--- config.mk ---
export PLATFORM = sky130hd
export DESIGN_NAME = pa_alarm_io
export DESIGN_NICKNAME = d
export VERILOG_FILES = /design/src/logic/pa_pkg.sv /design/src/logic/pa_alarm_io.sv
export SDC_FILE = /design/constraint.sdc
export NUM_CORES = 2
export LEC_CHECK = 0
export BUFFER_PORTS_ARGS = -buffer_cell sky130_fd_sc_hd__buf_2
export CORE_AREA = 5 5 368 370
export CTS_CLUSTER_SIZE = 14
export DETAILED_ROUTE_END_ITERATION = 8
export DIE_AREA = 0 0 373 375
export MAX_ROUTING_LAYER = met4
export RECOVER_POWER = 100
export SYNTH_ARGS = -nofsm -noshare
export SYNTH_HDL_FRONTEND = slang
export SYNTH_SLANG_ARGS = --single-unit
export TNS_END_PERCENT = 30
--- constraint.sdc ---
create_clock -name clk -period 122.2 [get_ports clk]
set_input_delay 24.44 -clock clk [delete_from_list [all_inputs] [get_ports clk]]
set_output_delay 24.44 -clock clk [all_outputs]
set_load 0.05 [all_outputs]
--- src/logic/pa_pkg.sv ---
// Shared constants and types for the process alarm and I/O function block.
// Assumes a 200 MHz core clock and an APB master with 32-bit data.
package pa_pkg;
	// Register byte addresses
	localparam logic [7:0] PA_ADDR_CTRL = 8'h00;
	localparam logic [7:0] PA_ADDR_IOFUNC = 8'h04;
	localparam logic [7:0] PA_ADDR_SETPT = 8'h08;
	localparam logic [7:0] PA_ADDR_TUNE = 8'h0C;
	localparam logic [7:0] PA_ADDR_ALCFG0 = 8'h10;
	localparam logic [7:0] PA_ADDR_ALTIM0 = 8'h20;
	localparam logic [7:0] PA_ADDR_STATUS = 8'h30;
	// Control register bit positions
	localparam int PA_CTRL_RUN = 0;
	localparam int PA_CTRL_MANUAL = 1;
	localparam int PA_CTRL_EXTRA_IO = 2;
	localparam logic [31:0] PA_CTRL_RESET = 32'h0000_0001;
	// Timing
	localparam int PA_CLK_HZ = 200_000_000;
	localparam int PA_TICK_S = 1;
	localparam int PA_TICK_CYCLES = PA_CLK_HZ * PA_TICK_S;
	localparam logic [12:0] PA_TIME_MAX = 13'h1964;
	// Power scale in tenths of a percent
	localparam logic [9:0] PA_POWER_FULL = 10'h3E8;
	localparam logic [9:0] PA_POWER_ZERO = 10'h000;
	localparam int PA_CHANNELS = 5;
	localparam int PA_ALARMS = 4;
	localparam int PA_SEGMENTS = 9;

	typedef enum logic [2:0] {
		PA_AF_OFF = 3'h0,
		PA_AF_FAULT = 3'h1,
		PA_AF_EVENT = 3'h2,
		PA_AF_LOW = 3'h3,
		PA_AF_HIGH = 3'h4,
		PA_AF_BAND = 3'h5,
		PA_AF_DEV_LOW = 3'h6,
		PA_AF_DEV_HIGH = 3'h7
	} pa_alarm_func_type;

	typedef enum logic [3:0] {
		PA_IO_OFF = 4'h0,
		PA_IO_AL1 = 4'h1,
		PA_IO_AL2 = 4'h2,
		PA_IO_AL3 = 4'h3,
		PA_IO_AL4 = 4'h4,
		PA_IO_LOOP_BREAK = 4'h5,
		PA_IO_CTL1 = 4'h6,
		PA_IO_CTL2 = 4'h7,
		PA_IO_DI_AUTO_MAN = 4'h8,
		PA_IO_DI_RUN = 4'h9,
		PA_IO_DI_REMOTE = 4'hA,
		PA_IO_DI_HOLD = 4'hB,
		PA_IO_DI_PROG1 = 4'hC,
		PA_IO_AN_CTL1 = 4'hD,
		PA_IO_AN_CTL2 = 4'hE,
		PA_IO_AN_RETX = 4'hF
	} pa_io_func_type;

	// Gray sequence idle, wait, on, rest, spent
	typedef enum logic [2:0] {
		PA_TS_IDLE = 3'b000,
		PA_TS_WAIT = 3'b001,
		PA_TS_ON = 3'b011,
		PA_TS_REST = 3'b010,
		PA_TS_SPENT = 3'b110
	} pa_timer_state_type;

	typedef struct packed {
		logic signed [15:0] alarm_threshold;
		logic [2:0] pad;
		logic [8:0] seg_mask;
		logic init_block;
		pa_alarm_func_type func;
	} pa_alarm_cfg_type;

	typedef struct packed {
		logic [15:0] delay_time;
		logic [15:0] pulse_time;
	} pa_alarm_time_type;
endpackage : pa_pkg

--- src/logic/pa_alarm_io.sv ---
// Alarm evaluation, alarm timers, digital-input functions and control power selection.
// Assumes synchronous inputs, an APB master, and an external PID engine and profile engine.
//
// Overview of operation
// - Auto/manual input closed selects manual control, open selects automatic.
// - Run input closed enables control and alarm outputs, open forces them off.
// - Remote setpoint input closed uses remote setpoint, open uses main setpoint.
// - Hold input open freezes profile, control continues at frozen setpoint.
// - Program-one input closed runs profile one, open uses main setpoint.
// - Analog control and retransmission functions exist only on channel five.
// - Pulse control only on channel five, or three and four with option.
// - Loop-break alarm may be routed to any channel.
// - Four alarms, each with one of eight functions.
// - Alarm set off never drives its output.
// - Sensor fault alarm on open input, out of range, or shorted thermometer.
// - Program event alarm active only in chosen segments of running profile.
// - Low alarm below threshold, high alarm above threshold.
// - Band alarm outside band for positive threshold, inside for negative.
// - Deviation-below alarm when value under setpoint minus threshold.
// - Deviation-above alarm when value over setpoint plus threshold.
// - Two timers select direct, single pulse, delayed, or repeated pulsing.
// - Alarm lamp follows raw condition regardless of output timing.
// - Initial blocking ignores power-up condition until it clears and returns.
// - Initial blocking never applies to sensor fault alarms.
// - Automatic mode computes power, manual applies user power, parameter selects.
// - Full PID only on output one, output two proportional only.
// - Zero proportional band gives on/off control at zero or full power.
`timescale 1ns/1ps
module pa_alarm_io import pa_pkg::*; #(
	parameter int TICK_CYCLES = PA_TICK_CYCLES
) (
	input wire logic clk,
	input wire logic rst_b,
	input wire logic psel,
	input wire logic penable,
	input wire logic pwrite,
	input wire logic [7:0] paddr,
	input wire logic [31:0] pwdata,
	output logic [31:0] prdata,
	output logic pready,
	output logic pslverr,
	input wire logic signed [15:0] process_value,
	input wire logic sensor_open,
	input wire logic sensor_range,
	input wire logic sensor_short,
	input wire logic signed [15:0] profile_setpoint,
	input wire logic profile_running,
	input wire logic [3:0] profile_segment,
	input wire logic [9:0] pid_power,
	input wire logic loop_break,
	input wire logic [4:0] di_closed,
	output logic [4:0] ch_drive,
	output logic [4:0] ch_pulse_mode,
	output logic [3:0] analog_func,
	output logic [3:0] alarm_lamp,
	output logic [9:0] power_one,
	output logic [9:0] power_two,
	output logic signed [15:0] control_setpoint,
	output logic manual_active,
	output logic profile_hold,
	output logic first_profile_select
);
	logic [31:0] ctrl;
	logic [19:0] io_func_reg;
	logic signed [15:0] main_setpoint;
	logic signed [15:0] remote_setpoint;
	logic [15:0] proportional_band;
	logic [9:0] manual_power;
	pa_alarm_cfg_type alarm_cfg [PA_ALARMS];
	pa_alarm_time_type alarm_time [PA_ALARMS];
	logic [31:0] tick_cnt;
	logic tick;

	// APB decode; zero wait states, answer registered in the setup cycle
	wire setup_phase = psel & ~penable;
	wire write_go = psel & penable & pready & pwrite & ~pslverr;
	wire addr_alcfg = (paddr[7:4] == PA_ADDR_ALCFG0[7:4]) & (paddr[1:0] == 2'h0);
	wire addr_altim = (paddr[7:4] == PA_ADDR_ALTIM0[7:4]) & (paddr[1:0] == 2'h0);
	wire [1:0] al_sel = paddr[3:2];
	wire addr_known = (paddr == PA_ADDR_CTRL) | (paddr == PA_ADDR_IOFUNC) | (paddr == PA_ADDR_SETPT) |
		(paddr == PA_ADDR_TUNE) | (paddr == PA_ADDR_STATUS) | addr_alcfg | addr_altim;

	// One-second enable; long divider kept a parameter so benches can shorten it
	always_ff @(posedge clk) begin
		if (!rst_b) begin
			tick_cnt <= '0;
			tick <= 1'b0;
		end else begin
			tick <= (tick_cnt == TICK_CYCLES - 1);
			tick_cnt <= (tick_cnt == TICK_CYCLES - 1) ? '0 : tick_cnt + 32'd1;
		end
	end

	// Channel function legality; an illegal code acts as no function
	function automatic logic func_legal(input int ch, input logic [3:0] code, input logic extra);
		logic di_ch;
		di_ch = (ch == 4) | (extra & ((ch == 2) | (ch == 3)));
		if (code >= PA_IO_AN_CTL1)
			return ch == 4;
		else if (code >= PA_IO_DI_AUTO_MAN)
			return di_ch;
		else
			return 1'b1;
	endfunction

	logic [3:0] eff_func [PA_CHANNELS];
	logic [4:0] di_cfg_am, di_cfg_run, di_cfg_rsp, di_cfg_hold, di_cfg_pr1;
	genvar gc;
	generate
		for (gc = 0; gc < PA_CHANNELS; gc++) begin : g_chan
			assign eff_func[gc] = func_legal(gc, io_func_reg[gc*4 +: 4], ctrl[PA_CTRL_EXTRA_IO]) ?
				io_func_reg[gc*4 +: 4] : PA_IO_OFF;
			assign di_cfg_am[gc] = eff_func[gc] == PA_IO_DI_AUTO_MAN;
			assign di_cfg_run[gc] = eff_func[gc] == PA_IO_DI_RUN;
			assign di_cfg_rsp[gc] = eff_func[gc] == PA_IO_DI_REMOTE;
			assign di_cfg_hold[gc] = eff_func[gc] == PA_IO_DI_HOLD;
			assign di_cfg_pr1[gc] = eff_func[gc] == PA_IO_DI_PROG1;
		end
	endgenerate

	// Digital-input functions; with no input assigned the parameter rules
	wire next_manual = |di_cfg_am ? |(di_cfg_am & di_closed) : ctrl[PA_CTRL_MANUAL];
	wire run_on = ctrl[PA_CTRL_RUN] & (~|di_cfg_run | |(di_cfg_run & di_closed));
	wire use_remote = |(di_cfg_rsp & di_closed);
	wire next_hold = |di_cfg_hold & ~|(di_cfg_hold & di_closed);
	wire next_prog1 = |(di_cfg_pr1 & di_closed);
	// Profile keeps driving its frozen point while held, so control follows it
	wire signed [15:0] next_setpoint = next_prog1 ? profile_setpoint :
		(use_remote ? remote_setpoint : main_setpoint);

	// Control power; the PID engine sits outside and only feeds output one
	wire pb_zero = proportional_band == 16'h0000;
	wire signed [16:0] dev_cool = 17'(process_value) - 17'(control_setpoint);
	wire [31:0] prop_raw = pb_zero ? 32'h0 : (32'(dev_cool[15:0]) * 32'(PA_POWER_FULL)) / 32'(proportional_band);
	wire [9:0] auto_one = pb_zero ? ((control_setpoint > process_value) ? PA_POWER_FULL : PA_POWER_ZERO) :
		pid_power;
	wire [9:0] auto_two = (dev_cool <= 17'sh0) ? PA_POWER_ZERO : (pb_zero ? PA_POWER_FULL :
		((prop_raw > 32'(PA_POWER_FULL)) ? PA_POWER_FULL : prop_raw[9:0]));
	wire [9:0] next_power_one = ~run_on ? PA_POWER_ZERO : (manual_active ? manual_power : auto_one);
	wire [9:0] next_power_two = (~run_on | manual_active) ? PA_POWER_ZERO : auto_two;

	// Alarm evaluation, blocking and timers, one slice per alarm
	logic [3:0] raw_cond;
	logic [3:0] alarm_out;
	logic [3:0] blocked;
	wire sensor_fault_alarm = sensor_open | sensor_range | sensor_short;
	genvar ga;
	generate
		for (ga = 0; ga < PA_ALARMS; ga++) begin : g_alarm
			pa_timer_state_type tstate, next_tstate;
			logic [12:0] tcount;
			wire signed [16:0] thr = 17'(alarm_cfg[ga].alarm_threshold);
			wire signed [16:0] pv = 17'(process_value);
			wire signed [16:0] sp_lo = 17'(control_setpoint) - thr;
			wire signed [16:0] sp_hi = 17'(control_setpoint) + thr;
			wire in_band = (thr >= 17'sh0) ? (pv >= sp_lo && pv <= sp_hi) : (pv >= sp_hi && pv <= sp_lo);
			wire seg_hit = (profile_segment < 4'(PA_SEGMENTS)) && alarm_cfg[ga].seg_mask[profile_segment];
			wire [12:0] t1 = alarm_cfg[ga].func == PA_AF_OFF ? 13'h0 :
				(alarm_time[ga].pulse_time > 16'(PA_TIME_MAX) ? PA_TIME_MAX : alarm_time[ga].pulse_time[12:0]);
			wire [12:0] t2 = alarm_time[ga].delay_time > 16'(PA_TIME_MAX) ? PA_TIME_MAX :
				alarm_time[ga].delay_time[12:0];
			wire can_block = alarm_cfg[ga].init_block & (alarm_cfg[ga].func != PA_AF_FAULT);
			wire effective = raw_cond[ga] & ~(blocked[ga] & can_block);
			wire t1_done = tick & (tcount >= t1);
			wire t2_done = tick & (tcount >= t2);

			// Condition per function
			always_comb begin
				unique case (alarm_cfg[ga].func)
					PA_AF_OFF: raw_cond[ga] = 1'b0;
					PA_AF_FAULT: raw_cond[ga] = sensor_fault_alarm;
					PA_AF_EVENT: raw_cond[ga] = profile_running & seg_hit;
					PA_AF_LOW: raw_cond[ga] = pv < thr;
					PA_AF_HIGH: raw_cond[ga] = pv > thr;
					PA_AF_BAND: raw_cond[ga] = (thr >= 17'sh0) ? ~in_band : in_band;
					PA_AF_DEV_LOW: raw_cond[ga] = pv < sp_lo;
					PA_AF_DEV_HIGH: raw_cond[ga] = pv > sp_hi;
				endcase
			end

			// Timer sequencing; a zero delay skips wait and rest, a zero pulse time holds the output on
			always_comb begin
				next_tstate = tstate;
				if (!effective)
					next_tstate = PA_TS_IDLE;
				else begin
					unique case (tstate)
						PA_TS_IDLE: next_tstate = (t2 != 13'h0 && t1 == 13'h0) ? PA_TS_WAIT : PA_TS_ON;
						PA_TS_WAIT: if (t2_done) next_tstate = PA_TS_ON;
						PA_TS_ON: if (t1 != 13'h0 && t1_done)
							next_tstate = (t2 != 13'h0) ? PA_TS_REST : PA_TS_SPENT;
						PA_TS_REST: if (t2_done) next_tstate = PA_TS_ON;
						PA_TS_SPENT: next_tstate = PA_TS_SPENT;
						default: next_tstate = PA_TS_IDLE;
					endcase
				end
			end

			// Blocked from power-up until the condition first clears
			always_ff @(posedge clk) begin
				if (!rst_b) begin
					tstate <= PA_TS_IDLE;
					tcount <= 13'h0;
					blocked[ga] <= 1'b1;
				end else begin
					tstate <= next_tstate;
					tcount <= (next_tstate != tstate) ? 13'h0 : (tick ? tcount + 13'h1 : tcount);
					if (!raw_cond[ga])
						blocked[ga] <= 1'b0;
				end
			end
			// Off gates at once; waiting for the timer state to drop would leak a cycle
			assign alarm_out[ga] = (tstate == PA_TS_ON) & run_on & (alarm_cfg[ga].func != PA_AF_OFF);
		end
	endgenerate

	// Channel drive and pulse capability
	logic [4:0] next_drive, next_pulse;
	generate
		for (gc = 0; gc < PA_CHANNELS; gc++) begin : g_drive
			wire [3:0] f = eff_func[gc];
			assign next_drive[gc] = (f >= PA_IO_AL1 && f <= PA_IO_AL4) ? alarm_out[2'(f - 4'h1)] :
				(f == PA_IO_LOOP_BREAK) ? loop_break & run_on :
				(f == PA_IO_CTL1) ? power_one != PA_POWER_ZERO :
				(f == PA_IO_CTL2) ? power_two != PA_POWER_ZERO : 1'b0;
			// Relay works anywhere; the fast pulse driver exists only on these pins
			assign next_pulse[gc] = ((f == PA_IO_CTL1) | (f == PA_IO_CTL2)) &
				((gc == 4) | (ctrl[PA_CTRL_EXTRA_IO] & ((gc == 2) | (gc == 3))));
		end
	endgenerate
	wire [3:0] next_analog = (eff_func[4] >= PA_IO_AN_CTL1) ? eff_func[4] : PA_IO_OFF;

	// Read mux
	wire [31:0] status_word = {14'h0, next_prog1, next_hold, use_remote, manual_active, run_on,
		ch_drive, alarm_out, alarm_lamp};
	wire [31:0] read_word = (paddr == PA_ADDR_CTRL) ? ctrl :
		(paddr == PA_ADDR_IOFUNC) ? {12'h0, io_func_reg} :
		(paddr == PA_ADDR_SETPT) ? {remote_setpoint, main_setpoint} :
		(paddr == PA_ADDR_TUNE) ? {6'h0, manual_power, proportional_band} :
		addr_alcfg ? alarm_cfg[al_sel] & 32'hFFFF_1FFF :
		addr_altim ? alarm_time[al_sel] :
		(paddr == PA_ADDR_STATUS) ? status_word : 32'h0;

	// Register file and registered outputs
	always_ff @(posedge clk) begin
		if (!rst_b) begin
			ctrl <= PA_CTRL_RESET;
			io_func_reg <= '0;
			main_setpoint <= '0;
			remote_setpoint <= '0;
			proportional_band <= '0;
			manual_power <= '0;
			for (int i = 0; i < PA_ALARMS; i++) begin
				alarm_cfg[i] <= '0;
				alarm_time[i] <= '0;
			end
			prdata <= '0;
			pready <= 1'b0;
			pslverr <= 1'b0;
		end else begin
			pready <= setup_phase;
			pslverr <= setup_phase & ~addr_known;
			prdata <= setup_phase & ~pwrite ? read_word : 32'h0;
			if (write_go) begin
				if (paddr == PA_ADDR_CTRL) ctrl <= pwdata & 32'h0000_0007;
				if (paddr == PA_ADDR_IOFUNC) io_func_reg <= pwdata[19:0];
				if (paddr == PA_ADDR_SETPT) {remote_setpoint, main_setpoint} <= pwdata;
				if (paddr == PA_ADDR_TUNE) {manual_power, proportional_band} <= pwdata[25:0];
				if (addr_alcfg) alarm_cfg[al_sel] <= pwdata & 32'hFFFF_1FFF;
				if (addr_altim) alarm_time[al_sel] <= pwdata;
			end
		end
	end

	always_ff @(posedge clk) begin
		if (!rst_b) begin
			ch_drive <= '0;
			ch_pulse_mode <= '0;
			analog_func <= '0;
			alarm_lamp <= '0;
			power_one <= '0;
			power_two <= '0;
			control_setpoint <= '0;
			manual_active <= 1'b0;
			profile_hold <= 1'b0;
			first_profile_select <= 1'b0;
		end else begin
			ch_drive <= next_drive;
			ch_pulse_mode <= next_pulse;
			analog_func <= next_analog;
			alarm_lamp <= raw_cond;
			power_one <= next_power_one;
			power_two <= next_power_two;
			control_setpoint <= next_setpoint;
			manual_active <= next_manual;
			profile_hold <= next_hold;
			first_profile_select <= next_prog1;
		end
	end

	// Checks
	a_run_off_power: assert property (@(posedge clk) disable iff (!rst_b)
		!run_on |=> (power_one == PA_POWER_ZERO && power_two == PA_POWER_ZERO))
		else $error("power not zero while stopped");
	a_manual_power: assert property (@(posedge clk) disable iff (!rst_b)
		(run_on && manual_active) |=> power_one == $past(manual_power))
		else $error("manual power not applied");
	a_onoff_full: assert property (@(posedge clk) disable iff (!rst_b)
		(run_on && !manual_active && pb_zero && control_setpoint > process_value) |=> power_one == PA_POWER_FULL)
		else $error("on/off control not full");
	a_lamp_raw: assert property (@(posedge clk) disable iff (!rst_b)
		##1 alarm_lamp == $past(raw_cond))
		else $error("lamp not following condition");
	a_off_silent: assert property (@(posedge clk) disable iff (!rst_b)
		(alarm_cfg[0].func == PA_AF_OFF) |-> !alarm_out[0])
		else $error("off alarm drives output");
	a_fault_unblocked: assert property (@(posedge clk) disable iff (!rst_b)
		(alarm_cfg[0].func == PA_AF_FAULT && sensor_fault_alarm && g_alarm[0].tstate == PA_TS_IDLE)
		|=> g_alarm[0].tstate != PA_TS_IDLE)
		else $error("fault alarm blocked");
	a_delay_holds: assert property (@(posedge clk) disable iff (!rst_b)
		(g_alarm[0].tstate == PA_TS_WAIT && !tick) |=> !alarm_out[0])
		else $error("delayed alarm drove early");
	a_analog_ch5: assert property (@(posedge clk) disable iff (!rst_b)
		(io_func_reg[7:4] >= PA_IO_AN_CTL1) |-> eff_func[1] == PA_IO_OFF)
		else $error("analog function off channel five");
	a_apb_answer: assert property (@(posedge clk) disable iff (!rst_b)
		(psel && !penable) |=> pready ##1 !pready)
		else $error("apb answer timing");
	a_remote_select: assert property (@(posedge clk) disable iff (!rst_b)
		(!next_prog1 && use_remote) |=> control_setpoint == $past(remote_setpoint))
		else $error("remote setpoint not selected");
	a_main_select: assert property (@(posedge clk) disable iff (!rst_b)
		(!next_prog1 && !use_remote) |=> control_setpoint == $past(main_setpoint))
		else $error("main setpoint not selected");
	a_stop_drive: assert property (@(posedge clk) disable iff (!rst_b)
		(!run_on ##1 !run_on) |=> ch_drive == 5'h00)
		else $error("channel driven while stopped");
	a_pulse_pins: assert property (@(posedge clk) disable iff (!rst_b)
		!ch_pulse_mode[0] && !ch_pulse_mode[1])
		else $error("pulse driver on relay-only channel");
endmodule : pa_alarm_io

# Yosys cells after proc, flatten, opt, wreduce, memory -nomap -nowiden
# Memory sizes are Yosys's and may differ from the RTL's.
# Index checks and enable logic that the tools add are counted.
[totals] register_bits=273 ram_bits=244 out_inout_bits=91 word_cells=534 n_memories=2
[memory_table] name="alarm_time" words=4 width=32 read_ports=5 rd_clocked_by_memory_dff=0 wr=4 line="pa_alarm_io.sv:70" text="pa_alarm_time_type alarm_time [PA_ALARMS];"
[memory_table] name="alarm_cfg" words=4 width=29 read_ports=5 rd_clocked_by_memory_dff=0 wr=4 line="pa_alarm_io.sv:69" text="pa_alarm_cfg_type alarm_cfg [PA_ALARMS];"
[op_classes] add_sub_neg=19 n_mul=1 div_mod_pow=1 n_lt_le_gt_ge=81 eq_ne=99 n_mux=129 bitwise=79 n_reduce_logical=86
[op_table] cell="32-bit two-way mux" count=6
[op_table] cell="13-bit two-way mux" count=12
[op_table] cell="16-bit by 17-bit greater-or-equal comparator with 1-bit output" count=8
[op_table] cell="16-bit by 17-bit <= comparator with 1-bit output" count=8
[op_table] cell="16-bit by 13-bit > comparator with 1-bit output, second input constant" count=8
[op_table] cell="13-bit greater-or-equal comparator" count=8
[op_table] cell="13-bit nonzero test" count=8
[op_table] cell="4-bit equality test, second input constant" count=25
[op_table] cell="16-bit by 16-bit subtractor with 17-bit output" count=5
[op_table] cell="16-bit > comparator" count=5
[op_table] cell="16-bit by 16-bit adder with 17-bit output" count=4
[op_table] cell="16-bit by 17-bit > comparator with 1-bit output" count=4
[op_table] cell="16-bit by 17-bit less-than comparator with 1-bit output" count=4
[op_table] cell="16-bit by 1-bit greater-or-equal comparator with 1-bit output, second input constant" count=4
[op_table] cell="16-bit less-than comparator" count=4
[op_table] cell="3-bit equality test, second input constant" count=20
[op_table] cell="4-bit by 3-bit equality test with 1-bit output, second input constant" count=15
[op_table] cell="1-bit two-way mux" count=57
[op_table] cell="13-bit by 1-bit adder with 13-bit output, second input constant" count=4
[op_table] cell="13-bit logical NOT" count=4
[op_table] cell="3-bit two-way mux" count=17
[op_table] cell="10-bit two-way mux" count=5
[op_table] cell="3-bit by 2-bit equality test with 1-bit output, second input constant" count=16
[op_table] cell="3-bit case mux with 4 select lines" count=4
[op_table] cell="48 further kinds" count=240

# Longest topological paths before layout
[depth] ltp_word=18 mapped_depth=469

# Least setup slack after synthesis
# OpenSTA, ideal clock, no wires.
[synth_timing] kind="input to register" start="input port process_value[0]" end="register power_two[5]" setup_time_ns=0.138 arrival_ns=111.251 t_required_ns=122.062 setup_slack_ns=10.811 cell_stages=440 n_path_buf=43 path_cell_list="inv_1 > ha_1 > nor2b_1 > o21ai_0 > nand2b_1 > a21o_1 > a21o_1 > a21o_1 > a21o_1 > a21o_1 > a21o_1 > a21o_1 > a21o_1 > a21o_1 > a21o_1 > xor2_1 > ha_1 > inv_1 > (+404 left out) > inv_1 > or4_1 > buf_2 > or3_1 > buf_2 > buf_1 > mux2_1 > ha_1 > a21o_1 > a21o_1 > a21oi_1 > nand2_1 > a31oi_1 > a2111oi_0 > o41a_1 > o21bai_1 > o41ai_2 > o21ai_1"
[synth_via] elab_chain_len=7
[synth_rtl] element="start, declared" line="pa_alarm_io.sv:42" text="input wire logic signed [15:0] process_value,"
[synth_rtl] element="16-bit by 16-bit subtractor with 17-bit output *" line="pa_alarm_io.sv:133" text="wire signed [16:0] dev_cool = 17'(process_value) - 17'(control_setpoint);"
[synth_rtl] element="16-bit by 7-bit multiplier with 23-bit output" line="pa_alarm_io.sv:134" text="wire [31:0] prop_raw = pb_zero ? 32'h0 : (32'(dev_cool[15:0]) * 32'(PA_POWER_FULL)) / 32'(proportional_band);"
[synth_rtl] element="26-bit by 16-bit divider with 32-bit output" line="pa_alarm_io.sv:134"
[synth_rtl] element="32-bit two-way mux" line="pa_alarm_io.sv:134"
[synth_rtl] element="32-bit by 10-bit > comparator with 1-bit output" line="pa_alarm_io.sv:138" text="((prop_raw > 32'(PA_POWER_FULL)) ? PA_POWER_FULL : prop_raw[9:0]));"
[synth_rtl] element="10-bit two-way mux" line="pa_alarm_io.sv:138"
[synth_rtl] element="10-bit two-way mux" line="pa_alarm_io.sv:137" text="wire [9:0] auto_two = (dev_cool <= 17'sh0) ? PA_POWER_ZERO : (pb_zero ? PA_POWER_FULL :"
[synth_rtl] element="end signal, assigned" line="pa_alarm_io.sv:293" text="power_two <= next_power_two;"
[synth_rtl] element="end, declared" line="pa_alarm_io.sv:57" text="output logic [9:0] power_two,"
# Mark *: on every way between the ends. The rest lies on a longest branch, timed or not.
# A chain may end at the register's enable or synchronous reset.

# Final worst setup path
[layout_timing] start="input port process_value[1]" end="register power_two[9]"
# The elaborated chain is that of the path after synthesis.

==> out/results.ini <==
[status]
status = finished, violations left
violations = capacitance limit, slew limit

[clocking]
h-tree-depth = 2
cts_buffers = 55
post-cts-setup-buffers = 0
clk_pin_slew_ps = 60
cts_sinks = 515
cts_tree = yes
cts.path.max_buffers = 3
hold_buffers = 0
worst_skew_pair.late_latency_ps = 650
clockRootBuffer = clkbuf_16

[sta]
fin_tns_setup_ps = 0
period_share_pct = 94.5
rsz0062_at_grt = no
max_freq_mhz = 8.66
worstMarginPinSlew_ps = 4190
maxSlewHeadroom_pct = -179
skew_ps = 37.5
hold_viol = 0
slew_viol_final = 758
setup_viol = 0
min_period_ps = 115490

[worst_setup_path]
start_kind = primary input
critPathCaptureType = flip-flop
cp.arrival_ps = 115960
cp_common_cell = o21a_1
cp_slowest_cell = or3_2
worstSetupPathType = primary input to flip-flop
required_ps = 122670
crit_fanout = 22
cpPeakStageDelay_ps = 720

[final_layout]
final_nets = 8859
reg_top3 = alarm_time (128), alarm_cfg (116), g_alarm.tcount (52)
top_register = alarm_time
fillCellCount = 12906
areaGrowthSynthToFinish_pct = 8.48
largest_reg_flops = 128
drive_gt1_share_pct = 8.02

[synth]
yosysMostFrequentCell = ha_1
netlist_area_sq_um = 61500
avgSynthCellArea_sq_um = 8.06
synth_top_area_share_pct = 18.7
synth_seq_cells = 515
ys_types = 120
synthArstFlopShare_pct = 0
yosysTopAreaCell = ha_1
synth_cells = 7637
synthTopCellsByArea = ha_1, edfxtp_1, dfxtp_1
yosys_warnings = 0
ys.flop_type = dfxtp_1
ys_seq_area_share_pct = 20.7
yosys-top-cells-count = ha_1, nor2_1, nand2_1
synth_edf_count = 244

[global_routing]
grt_pass1_wl_microns = 319000
grt-ovfl-total = 0
antenna_found_initial = 16
grt_usage_pct = 29.5
grt_pass1_vias = 54750
grt_max_degree = 66

[detailed_routing]
num_vias = 57840
post_drt_wl_per_cell_microns = 21.8
via_per_inst = 6.02
drt_iter0_markers = 4785
remaining_drc_errors = 0
dr.pass1.iters = 8
ant_nets = 0
drt-total-wl_microns = 210000

[placed_design]
dp_hpwl_microns = 168000
gp_congestion = 0.957
io_buffers = 187

[run]
cap_violations = 20

[floorplan]
die_w_microns = 373
core_sq_um = 132000
die-area_sq_um = 140000
die_h_microns = 375
io_pins = 192
fp-row-count = 134
start_util_pct = 46.5

[worst_hold_path]
worstHoldPathType = flip-flop to flip-flop

## cell families (layout without fill, tap and decap cells)
kind of cell	Yosys count	in the layout	synth area share, %
simple gates	2835	2835	21.8
compound gates	1959	1959	20.8
fa+ha+maj	978	978	20.6
buf+inv	672	855	4.18
flops	515	515	20.7
xor+xnor	421	421	5.99
mux	256	256	5.93
other cells	1	24	0.00609
## worst max-delay path: cells and delay by family
kind / cells / cell delay [ps]
AOI/OAI and AO/OA: 266 / 56090
xor gates and xnor gates: 2 / 830
adders and majority gates: 32 / 10430
buffers and inverters: 19 / 3490
muxes: 6 / 1760
and+or+nand+nor: 93 / 18620
## metrics by stage
stage,cell area (sq um),cells,utilization (%),hold slack [ps],setup WS (ps)
after global routing,66800,9607,50.5,487,33.8
after global placement,64900,9491,49.1,448,5080
final,66800,9611,50.5,460,6710
after detailed placement,64900,9491,49.1,456,4100
after floorplan,61600,7644,-,418,10810
after CTS,66900,9595,50.5,466,4310
## placed cells by master, fill, tap and decap left out, types with 20 or more instances in the layout
cell type and instances:
o21ai_1 25, mux4_2 76, o21ai_0 358, xor2_1 159, xnor2_1 259, o22ai_1 22, o21a_1 213, or4_1 20
nand4_1 118, mux2i_1 80, clkbuf_1 117, ha_1 922, a31oi_1 61, o211ai_1 43, nor3_1 239, nand2_1 744
a211oi_1 53, and2_1 56, o31ai_1 116, nor2_1 907, inv_1 419, clkbuf_16 59, a221oi_1 22, o21bai_1 37
buf_2 95, nor2b_1 123, or3_1 70, and3_1 75, fa_1 56, buf_4 124, dfxtp_1 271, nor4_1 55
nand2b_1 125, a21o_1 174, mux2_2 94, a21oi_1 564, nand3_1 147, edfxtp_1 244, or2_2 37
## repair_timing
item                       CTS  global route
hold endpoints to repair     0             0
resized for setup            0            22
setup endpoints to repair    0             7
## layout make-up
cell class	count	area [sq um]	area share (%)
Clock inverter	36	387	0.579
Clock buffer	68	1530	2.29
Timing Repair Buffer	329	1820	2.72
Multi-Input combinational cell	6457	46400	69.6
Sequential cell	515	12800	19.1
Antenna cell	16	40.0	0.0600
Inverter	422	1590	2.37
Tap cell	1768	2210	3.31
## routing by layer
metal / vias up / track usage, % / wire length, microns
met3: 308 / 4.26 / 15200
met1: 27547 / 39.7 / 95500
met5: - / - / 0
li1: 28156 / - / -
met4: 0 / 8.79 / 7300
met2: 1829 / 46.0 / 91700
## worst paths after layout
kind	from	endpoint	slack, ps	cells after the start
setup / recovery	process_value[1]	power_two[9]	6710	418
hold / removal	blocked[0]	blocked[0]	460	2
setup reg to reg	proportional_band[15]	power_two[9]	29890	410
hold reg to reg	blocked[0]	blocked[0]	460	2
Power is not shown: default switching activity piles up to over one toggle a cycle in this logic, so the estimate is an artifact.
